### src/sbs_pkg.sv
// Constants shared by the slip buffer status block.
package sbs_pkg;

    // =====================================================================
    // Bus and register map
    localparam int unsigned SBS_ADDR_W = 8;
    localparam int unsigned SBS_DATA_W = 32;
    localparam logic [7:0] SBS_OFS_EVENT_STATUS = 8'h00;
    localparam logic [7:0] SBS_OFS_EVENT_ENABLE = 8'h04;
    localparam logic [7:0] SBS_OFS_LEVEL = 8'h08;

    // =====================================================================
    // Field positions of slip_buffer_event_status
    localparam int unsigned SBS_BIT_TX_OVERFLOW = 7;
    localparam int unsigned SBS_BIT_TX_UNDERFLOW = 6;
    localparam int unsigned SBS_BIT_TX_SLIP = 5;
    localparam int unsigned SBS_BIT_CARRIER_LOCK = 4;
    localparam int unsigned SBS_BIT_MFRAME_LOCK = 3;
    localparam int unsigned SBS_BIT_RX_OVERFLOW = 2;
    localparam int unsigned SBS_BIT_RX_UNDERFLOW = 1;
    localparam int unsigned SBS_BIT_RX_SLIP = 0;

    // Bits that are sticky clear_on_read event flags; the rest are live.
    localparam logic [7:0] SBS_EVENT_MASK = 8'he7;

    // =====================================================================
    // Reset values
    localparam logic [7:0] SBS_RST_STATUS = 8'h00;
    localparam logic [7:0] SBS_RST_ENABLE = 8'h00;
    localparam logic [31:0] SBS_RST_RDATA = 32'h0000_0000;

    // =====================================================================
    // Slip buffer geometry, in words (one word per channel timeslot).
    localparam int unsigned SBS_LEVEL_W = 7;
    localparam logic [6:0] SBS_FRAME_WORDS = 7'h18;
    localparam logic [6:0] SBS_DEPTH_WORDS = 7'h30;
    localparam logic [6:0] SBS_RST_LEVEL = 7'h18;

endpackage

### src/sbs_slip_tracker.sv
// Fill level tracker of one slip buffer with frame drop and frame repeat.
`timescale 1ns/1ns

module sbs_slip_tracker
    import sbs_pkg::*;
(
    // Clock and reset.
    input wire logic clk,
    input wire logic rst_n,
    // Buffer traffic strobes.
    input wire logic wr,
    input wire logic rd,
    // Level and slip events.
    output logic [SBS_LEVEL_W-1:0] level,
    output logic overflow,
    output logic underflow
);

    logic [SBS_LEVEL_W-1:0] level_ff;
    logic [SBS_LEVEL_W-1:0] nxt_level;
    logic overflow_ff;
    logic nxt_overflow;
    logic underflow_ff;
    logic nxt_underflow;

    // =====================================================================
    // Level update
    // A write into a full buffer deletes one whole frame and keeps the new
    // word; a read from an empty buffer replays one whole frame. A write
    // and read in the same cycle pass through and leave the level alone.
    always_comb
    begin
        nxt_level = level_ff;
        nxt_overflow = 1'b0;
        nxt_underflow = 1'b0;
        if (wr && !rd)
        begin
            if (level_ff == SBS_DEPTH_WORDS)
            begin
                nxt_level = SBS_DEPTH_WORDS - SBS_FRAME_WORDS + 7'h01;
                nxt_overflow = 1'b1;
            end
            else
            begin
                nxt_level = level_ff + 7'h01;
            end
        end
        else if (rd && !wr)
        begin
            if (level_ff == 7'h00)
            begin
                nxt_level = SBS_FRAME_WORDS - 7'h01;
                nxt_underflow = 1'b1;
            end
            else
            begin
                nxt_level = level_ff - 7'h01;
            end
        end
    end

    always_ff @(posedge clk or negedge rst_n)
    begin
        if (!rst_n)
        begin
            level_ff <= SBS_RST_LEVEL;
            overflow_ff <= 1'b0;
            underflow_ff <= 1'b0;
        end
        else
        begin
            level_ff <= nxt_level;
            overflow_ff <= nxt_overflow;
            underflow_ff <= nxt_underflow;
        end
    end

    assign level = level_ff;
    assign overflow = overflow_ff;
    assign underflow = underflow_ff;

endmodule

### src/sbs_slip_status.sv
// Slip buffer event status, lock indicators and APB register slave.
`timescale 1ns/1ns

module sbs_slip_status
    import sbs_pkg::*;
(
    // Clock and reset.
    input wire logic CLK,
    input wire logic RST_N,
    // APB slave.
    input wire logic PSEL,
    input wire logic PENABLE,
    input wire logic PWRITE,
    input wire logic [sbs_pkg::SBS_ADDR_W-1:0] PADDR,
    input wire logic [sbs_pkg::SBS_DATA_W-1:0] PWDATA,
    input wire logic [3:0] PSTRB,
    output logic [sbs_pkg::SBS_DATA_W-1:0] PRDATA,
    output logic PREADY,
    output logic PSLVERR,
    // Slip buffer traffic from the framer timing.
    input wire logic TX_BUF_WR,
    input wire logic TX_BUF_RD,
    input wire logic RX_BUF_WR,
    input wire logic RX_BUF_RD,
    // Receive framer lock indicators.
    input wire logic CARRIER_SUPERFRAME_LOCK,
    input wire logic MULTIFRAME_LOCK,
    // Interrupt request.
    output logic IRQ
);

    import sbs_pkg::*;

    logic [SBS_LEVEL_W-1:0] tx_level;
    logic [SBS_LEVEL_W-1:0] rx_level;
    logic tx_ovf;
    logic tx_udf;
    logic rx_ovf;
    logic rx_udf;

    logic [7:0] flags_ff;
    logic [7:0] nxt_flags;
    logic [7:0] enable_ff;
    logic [7:0] nxt_enable;
    logic [7:0] reported_ff;
    logic [7:0] nxt_reported;
    logic [31:0] rdata_ff;
    logic [31:0] nxt_rdata;
    logic ready_ff;
    logic nxt_ready;
    logic slverr_ff;
    logic nxt_slverr;
    logic irq_ff;
    logic nxt_irq;

    logic setup;
    logic access_done;
    logic status_clear;
    logic enable_write;
    logic [7:0] set_events;
    logic [7:0] status_view;

    function automatic logic mapped(input logic [SBS_ADDR_W-1:0] addr);
        mapped = (addr == SBS_OFS_EVENT_STATUS) || (addr == SBS_OFS_EVENT_ENABLE)
            || (addr == SBS_OFS_LEVEL);
    endfunction

    // =====================================================================
    // Slip buffer trackers
    sbs_slip_tracker u_tx_tracker
    (
        .clk(CLK),
        .rst_n(RST_N),
        .wr(TX_BUF_WR),
        .rd(TX_BUF_RD),
        .level(tx_level),
        .overflow(tx_ovf),
        .underflow(tx_udf)
    );

    sbs_slip_tracker u_rx_tracker
    (
        .clk(CLK),
        .rst_n(RST_N),
        .wr(RX_BUF_WR),
        .rd(RX_BUF_RD),
        .level(rx_level),
        .overflow(rx_ovf),
        .underflow(rx_udf)
    );

    // =====================================================================
    // APB phase decode
    // Side effects of a transfer key off the edge on which the slave is
    // ready, never off the setup edge, so an abandoned setup changes nothing.
    always_comb
    begin
        setup = PSEL && !PENABLE;
        access_done = PSEL && PENABLE && ready_ff;
        status_clear = access_done && !PWRITE && (PADDR == SBS_OFS_EVENT_STATUS);
        enable_write = access_done && PWRITE && PSTRB[0] && (PADDR == SBS_OFS_EVENT_ENABLE);
    end

    // =====================================================================
    // Event flags
    // The read data is captured in the setup cycle, so only the flags that
    // were actually returned are cleared at the access edge; an event that
    // lands in between, or in the clearing cycle itself, is kept.
    always_comb
    begin
        set_events = 8'h00;
        set_events[SBS_BIT_TX_OVERFLOW] = tx_ovf;
        set_events[SBS_BIT_TX_UNDERFLOW] = tx_udf;
        set_events[SBS_BIT_TX_SLIP] = tx_ovf || tx_udf;
        set_events[SBS_BIT_RX_OVERFLOW] = rx_ovf;
        set_events[SBS_BIT_RX_UNDERFLOW] = rx_udf;
        set_events[SBS_BIT_RX_SLIP] = rx_ovf || rx_udf;
        nxt_flags = flags_ff;
        if (status_clear)
        begin
            nxt_flags = flags_ff & ~reported_ff;
        end
        nxt_flags = (nxt_flags | set_events) & SBS_EVENT_MASK;
        status_view = flags_ff;
        status_view[SBS_BIT_CARRIER_LOCK] = CARRIER_SUPERFRAME_LOCK;
        status_view[SBS_BIT_MFRAME_LOCK] = MULTIFRAME_LOCK;
    end

    // =====================================================================
    // Interrupt request
    // Only enabled event flags raise the request; it follows the flags one
    // clock later and drops one clock after the clearing read.
    always_comb
    begin
        nxt_irq = |(flags_ff & enable_ff);
    end

    always_ff @(posedge CLK or negedge RST_N)
    begin
        if (!RST_N)
        begin
            irq_ff <= 1'b0;
        end
        else
        begin
            irq_ff <= nxt_irq;
        end
    end

    // =====================================================================
    // APB access
    // Answers are prepared on the setup edge, so PREADY is high in the
    // first access cycle and every transfer takes exactly two cycles.
    always_comb
    begin
        nxt_enable = enable_ff;
        nxt_rdata = rdata_ff;
        nxt_reported = reported_ff;
        nxt_ready = setup;
        nxt_slverr = 1'b0;
        if (setup)
        begin
            nxt_rdata = SBS_RST_RDATA;
            nxt_reported = 8'h00;
            nxt_slverr = !mapped(PADDR);
            if (!PWRITE)
            begin
                case (PADDR)
                    SBS_OFS_EVENT_STATUS:
                    begin
                        nxt_rdata[7:0] = status_view;
                        nxt_reported = status_view & SBS_EVENT_MASK;
                    end
                    SBS_OFS_EVENT_ENABLE: nxt_rdata[7:0] = enable_ff;
                    SBS_OFS_LEVEL:
                    begin
                        nxt_rdata[SBS_LEVEL_W-1:0] = tx_level;
                        nxt_rdata[8+SBS_LEVEL_W-1:8] = rx_level;
                    end
                    default: nxt_rdata = SBS_RST_RDATA;
                endcase
            end
        end
        if (enable_write)
        begin
            nxt_enable = PWDATA[7:0] & SBS_EVENT_MASK;
        end
    end

    always_ff @(posedge CLK or negedge RST_N)
    begin
        if (!RST_N)
        begin
            flags_ff <= SBS_RST_STATUS;
            enable_ff <= SBS_RST_ENABLE;
            reported_ff <= SBS_RST_STATUS;
            rdata_ff <= SBS_RST_RDATA;
            ready_ff <= 1'b0;
            slverr_ff <= 1'b0;
        end
        else
        begin
            flags_ff <= nxt_flags;
            enable_ff <= nxt_enable;
            reported_ff <= nxt_reported;
            rdata_ff <= nxt_rdata;
            ready_ff <= nxt_ready;
            slverr_ff <= nxt_slverr;
        end
    end

    assign PRDATA = rdata_ff;
    assign PREADY = ready_ff;
    assign PSLVERR = slverr_ff;
    assign IRQ = irq_ff;

endmodule

### config.mk
export PLATFORM = sky130hd
export DESIGN_NAME = sbs_slip_status
export DESIGN_NICKNAME = d
export VERILOG_FILES = /design/src/sbs_pkg.sv /design/src/sbs_slip_tracker.sv /design/src/sbs_slip_status.sv
export SDC_FILE = /design/constraint.sdc
export NUM_CORES = 1
export LEC_CHECK = 0
export BUFFER_PORTS_ARGS = -buffer_cell sky130_fd_sc_hd__buf_2
export CAP_MARGIN = 40
export CORE_MARGIN = 5
export CORE_UTILIZATION = 40
export DETAILED_ROUTE_END_ITERATION = 12
export PLACE_DENSITY = 0.64
export SLEW_MARGIN = 20
export SYNTH_ARGS = -nofsm -noshare
export SYNTH_HDL_FRONTEND = slang
export SYNTH_SLANG_ARGS = --single-unit
### constraint.sdc
create_clock -name CLK -period 2.7 [get_ports CLK]
set_clock_uncertainty 0.05 [all_clocks]
set_input_delay 0.54 -clock CLK [delete_from_list [all_inputs] [get_ports CLK]]
set_output_delay 0.54 -clock CLK [all_outputs]
set_load 0.05 [all_outputs]
### After elaboration in Yosys (flattened, before gate mapping)

Index checks and enable logic that the tools add are counted.

| storage, ports and cells | value |
|---|---|
| register bits after elaboration | 73 |
| bits of input ports | 55 |
| output and inout bits | 35 |
| logic and storage cells | 80 |

| operators by class | value |
|---|---|
| $add $sub $neg | 4 |
| equal/unequal tests | 4 |
| mux-type cells | 26 |
| bitwise operators | 4 |
| reduce and logical (&&, ||, !) cells | 29 |

Operator list:

| kind | number |
|---|---|
| $mux 7 | 9 |
| $mux 8 | 3 |
| $pmux 7 s3 | 1 |
| $and 8x8->8 | 2 |
| $mux 15 | 1 |
| $add 7x1->7 const B | 2 |
| $eq 7x6->1 const B | 2 |
| $logic_not 7->1 | 2 |
| $sub 7x1->7 const B | 2 |
| $logic_and 1x1->1 | 12 |
| $mux 1 | 11 |
| $eq 8x3->1 const B | 1 |
| $eq 8x4->1 const B | 1 |
| $logic_not 8->1 | 1 |
| $not 8->8 | 1 |
| $or 8x8->8 | 1 |
| $reduce_or 8->1 | 1 |
| $logic_not 1->1 | 7 |
| $logic_or 1x1->1 | 4 |
| $reduce_bool 2->1 | 2 |
| $pmux 1 s2 | 1 |

### Longest topological paths before layout

| logic depth | value |
|---|---|
| depth after elaboration | 6 |
| gate-level depth with buffers | 6 |
| gate-level depth less buffers | 6 |

### By module

From an unflattened synthesis, not the netlist that was laid out.

| second synthesis, totals | value |
|---|---|
| cell total of the unflattened synthesis | 298 |
| area total of the unflattened synthesis | 3106.7 µm² |

Modules (own cells, without submodules):

| module | instances | cells an instance | area an instance (µm²) | sequential area each (µm²) |
|---|---|---|---|---|
| sbs_slip_status | 1 | 148 | 1740.4 | 900.9 |
| sbs_slip_tracker | 2 | 75 | 683.2 | 227.7 |

### Least setup slack after synthesis

Ideal clock, no wire load.

| timing | value |
|---|---|
| kind | input to register |
| start point | input PADDR[1] in the netlist's numbering |
| end point | register enable_ff[0] |
| library setup time | 0.125 ns |
| arrival | 1.746 ns |
| data required time | 2.525 ns |
| slack | 0.779 ns |
| stages | 5 |
| buffers on the path | 1 |
| path through | nor4_4 > nand2_1 > or3_1 > buf_6 > mux2_4 |

| on the way | value |
|---|---|
| word-level cells in the longest chain between the ends | 2 |

Ends and longest elaborated chain:

| element | line | text |
|---|---|---|
| start: declaration | sbs_slip_status.sv:14 | `input wire logic [sbs_pkg::SBS_ADDR_W-1:0] PADDR,` |
| $eq 8x3->1 | sbs_slip_status.sv:101 | `enable_write = access_done && PWRITE && PSTRB[0] && (PADDR == SBS_OFS_EVENT_ENABLE);` |
| $logic_and 1x1->1 | sbs_slip_status.sv:101 |  |
| end signal: assignment | sbs_slip_status.sv:204 | `enable_ff <= nxt_enable;` |
| end: declaration | sbs_slip_status.sv:43 | `logic [7:0] enable_ff;` |

No other way between the ends.
A chain may end at the register's enable or synchronous reset.

### Worst setup path in the final report

| timing | value |
|---|---|
| start point | register u_tx_tracker.level_ff[0] (netlist: u_tx_tracker.level[0]) |
| end point | register u_tx_tracker.level_ff[2] (netlist: u_tx_tracker.level[2]) |

| on the way | value |
|---|---|
| word-level cells in the longest chain between the ends | 4 |
| elaborated cells on any way between the ends | 8 |
| classes of those cells | add/sub: 2; eq/ne: 1; mux: 4; reduce/logical: 1 |

Ends and longest elaborated chain:

| element | line | text |
|---|---|---|
| start: declaration | sbs_slip_tracker.sv:19 | `logic [SBS_LEVEL_W-1:0] level_ff;` |
| start signal: assignment | sbs_slip_tracker.sv:72 | `level_ff <= nxt_level;` |
| $sub 7x1->7 or $logic_not 7->1 (tied branches) | sbs_slip_tracker.sv:57, sbs_slip_tracker.sv:50 |  |
| $mux 7 | sbs_slip_tracker.sv:50 | `if (level_ff == 7'h00)` |
| $mux 7 | sbs_slip_tracker.sv:48 | `else if (rd && !wr)` |
| $mux 7 * | sbs_slip_tracker.sv:36 | `if (wr && !rd)` |

Mark *: on every way between the ends. The rest lies on a longest branch, timed or not. The select of a mux whose other input is x is not followed.

==> results.md <==
* Dpl ws at 456.1 ps
* Placed Cells at 426
* Synth Flop Type: dfrtp_1
* Num CTS Buffers at 5
* Routed vias/inst at 5.175
* CTS tree: done
* Maximum fanout along the worst path at 6
* Die Ht at 95.83 um
* Setup crit start kind: flip-flop
* Router iterations before antenna repair at 4
* DRT iter0 DRCs at 115
* Clk_lat worst skew at 320 ps
* CP Capture Type: flip-flop
* Min cycle time layout at 2125 ps
* Count leader, synth: dfrtp_1
* Number of port buffers at 43
* DIE AREA at 0.009182 mm^2
* Ys async rst share at 1.000
* Post-DRT Antenna Nets at 0
* Top-area cell type share of the netlist area at 0.4246
* Slew @ Worst Pin at 668.9 ps
* Inserted Diodes at 0
* Clock slew at reported path FFs at 100 ps
* Status: completed
* Post-synthesis xor/xnor area fraction at 0.01486
* Setup Buffers After CTS at 0
* P_leak at 1.557 nW
* Synth cell types at 51
* Critical Path AT at 2280 ps
* Nets@finish at 397
* Critical path data required time at 2860 ps
* CTS resizes at 0
* Share of layout cells above drive strength 1 at 0.2000
* Slew Limit Fails at 0
* Final global-route overflow total at 0
* Final setup violation count at 0
* Fin crit share at 0.7870
* Kind of critical path: flip-flop to flip-flop
* Total track usage at 0.1423
* WP buf/inv at 1
* Root Buffer: clkbuf_8
* Syn Std Cell Area at 0.002947 mm^2
* Mean Syn Cell Area at 9.921 um^2
* Cell taking the most area after synthesis: dfrtp_1
* Worst path max stage delay at 590 ps
* Fin Setup TNS at 0 ps
* Post-layout util at 0.4559
* Core area at 0.007214 mm^2
* Max cap viols at 0
* Slew HR at 0.5531
* Warnings, synthesis at 0
* Post-synth EDFFs at 0
* Largest cells by area after synthesis: dfrtp_1, a22o_1, buf_4
* Post-DP HPWL at 4536 um
* Simple-Gate Fraction of Synth Area at 0.1622
* VDD IR max at 0.3300 mV
* CTS hold repair buffers at 0
* CP max-delay cell: o41ai_1
* Total power draw at 2.272 mW
* First-pass GRT wire length at 10220 um
* Fmax at 0.4706 GHz
* Pwr Density at 690.7 mW/mm^2
* H-tree levels at 2
* Post-synthesis adder-cell area fraction at 0.03397
* Total Wirelength at 6328 um
* Syn Inst Count at 297
* Tightest Hold Check Type: input port to async pin
* Top delay family on crit path: compound AO/OA/AOI/OAI gates
* Yosys reg bits at 54
* Synth cell count leaders: dfrtp_1, nor2_1, inv_1
* Worst-path cell chain: inv_1, ha_1, nand2b_1, o41ai_1, nor3b_1, o31a_1
* Vias at 2246
* DRC Markers at 0
* Main combinational cell family by area after synthesis: compound AO/OA/AOI/OAI gates
* Chip width at 95.83 um
* Largest net degree at the start of global routing at 55
* Multiplexer share of the synthesized area at 0.06115
* Row count at 31
* Gp weighted congestion at 0.8365
* Complex-gate fraction of the synthesized area at 0.1754
* Final hold violation count at 0
* IO Count at 90
* RSZ-0062 raised after global routing: no
* Post-synthesis sequential area ratio at 0.4603
* Clock tree buffer depth at 2
* Initial antenna violation count at 0
* Area Overhead vs Synth at 11.63%
* Initial core utilization at 0.4084
* TritonCTS Sinks at 54
* Avg WL per Cell at 14.58 um
* Setup WS post-layout at 575.2 ps
* Final std cells w/o fill at 434
* Vias in the first global route at 2088
## metal layers
metal | vias up | wire length (um) | GRT usage
li1 | 1110 | - | -
met1 | 1062 | 2933 | 0.1993
met2 | 72 | 2974 | 0.2247
met3 | 2 | 393 | 0.02580
met4 | 0 | 26 | 0.04265
met5 | - | 0 | 0
## where the power goes
group          total [mW]  internal [mW]  leakage (nW)  switching, mW
registers            1.12          0.929         0.690          0.193
clock network       0.566          0.283        0.0563          0.283
logic               0.583          0.233         0.811          0.351
## flip-flops by register name (all words and copies together) (netlist names)
register and cells:
PREADY 1, flags_ff 6, u_tx_tracker.overflow 1, u_tx_tracker.level 7, u_rx_tracker.level 7, u_rx_tracker.overflow 1
PRDATA 15, reported_ff 6, enable_ff 6, PSLVERR 1, IRQ 1, u_tx_tracker.underflow 1
u_rx_tracker.underflow 1
## stage by stage
| stage | instance area (um^2) | hold slack (ps) |
|---|---|---|
| floorplan | 3007 | 194.4 |
| global placement | 3172 | 384.1 |
| detailed placement | 3172 | 396.5 |
| CTS | 3289 | 312.4 |
| global route | 3289 | 346.3 |
| finish | 3289 | 282.6 |
## path summary, 6_finish.rpt
path / from / endpoint / slack [ps] / cells past startpoint
min in group CLK: PWDATA[5] / enable_ff[5]$_DFFE_PN0P_ / 400 / 2
worst max register to register: u_tx_tracker.level[0]$_DFFE_PN0P_ / u_tx_tracker.level[2]$_DFFE_PN0P_ / 580 / 6
max in group asynchronous: RST_N / PRDATA[9]$_DFFE_PN0P_ / 1880 / 2
worst max-delay path: u_tx_tracker.level[0]$_DFFE_PN0P_ / u_tx_tracker.level[2]$_DFFE_PN0P_ / 580 / 6
worst min-delay path: RST_N / reported_ff[1]$_DFFE_PN0P_ / 280 / 2
worst min register to register: reported_ff[2]$_DFFE_PN0P_ / flags_ff[2]$_DFF_PN0_ / 410 / 1
## cell type report
type / count / area [um^2]
multi-input combinational: 208 / 1383
clock inverter: 3 / 48.80
fill: 703 / 3925
tap: 99 / 123.9
clock buffer: 5 / 68.82
inverter: 19 / 71.32
sequential: 54 / 1356
timing repair buffer: 46 / 237.7
## cells by family (layout without fill, tap and decap cells)
logic type,Yosys count,after routing
and+or+nand+nor,90,90
AOI/OAI and AO/OA,73,73
DFF,54,54
buffers and inverters,51,73
muxes,15,15
adders and majority gates,8,8
xor gates and xnor gates,5,5
other,1,17
## cell usage in the layout (no fill, tap or decap), types with 5 or more instances in the layout
| cell type | synthesis | routed |
|---|---|---|
| buf_2 | 1 | 43 |
| a21oi_1 | 9 | 9 |
| o21ai_0 | 15 | 15 |
| conb_1 | 1 | 17 |
| clkbuf_8 | 0 | 5 |
| mux2i_1 | 9 | 9 |
| or3_1 | 5 | 5 |
| a22o_1 | 18 | 18 |
| nand3_1 | 9 | 9 |
| nand2_1 | 17 | 17 |
| dfrtp_1 | 50 | 50 |
| mux2_4 | 6 | 6 |
| a31oi_1 | 8 | 8 |
| nor2_1 | 20 | 20 |
| ha_1 | 8 | 8 |
| inv_1 | 19 | 19 |
| nor3_1 | 8 | 8 |
## worst reg2reg max path, cell delays in order (launching register included)
cell and delay [ps]:
dfrtp_1 460, inv_1 120, ha_1 260, nand2b_1 130, o41ai_1 590, nor3b_1 100, o31a_1 300
Power figures use the tool's default switching activity.
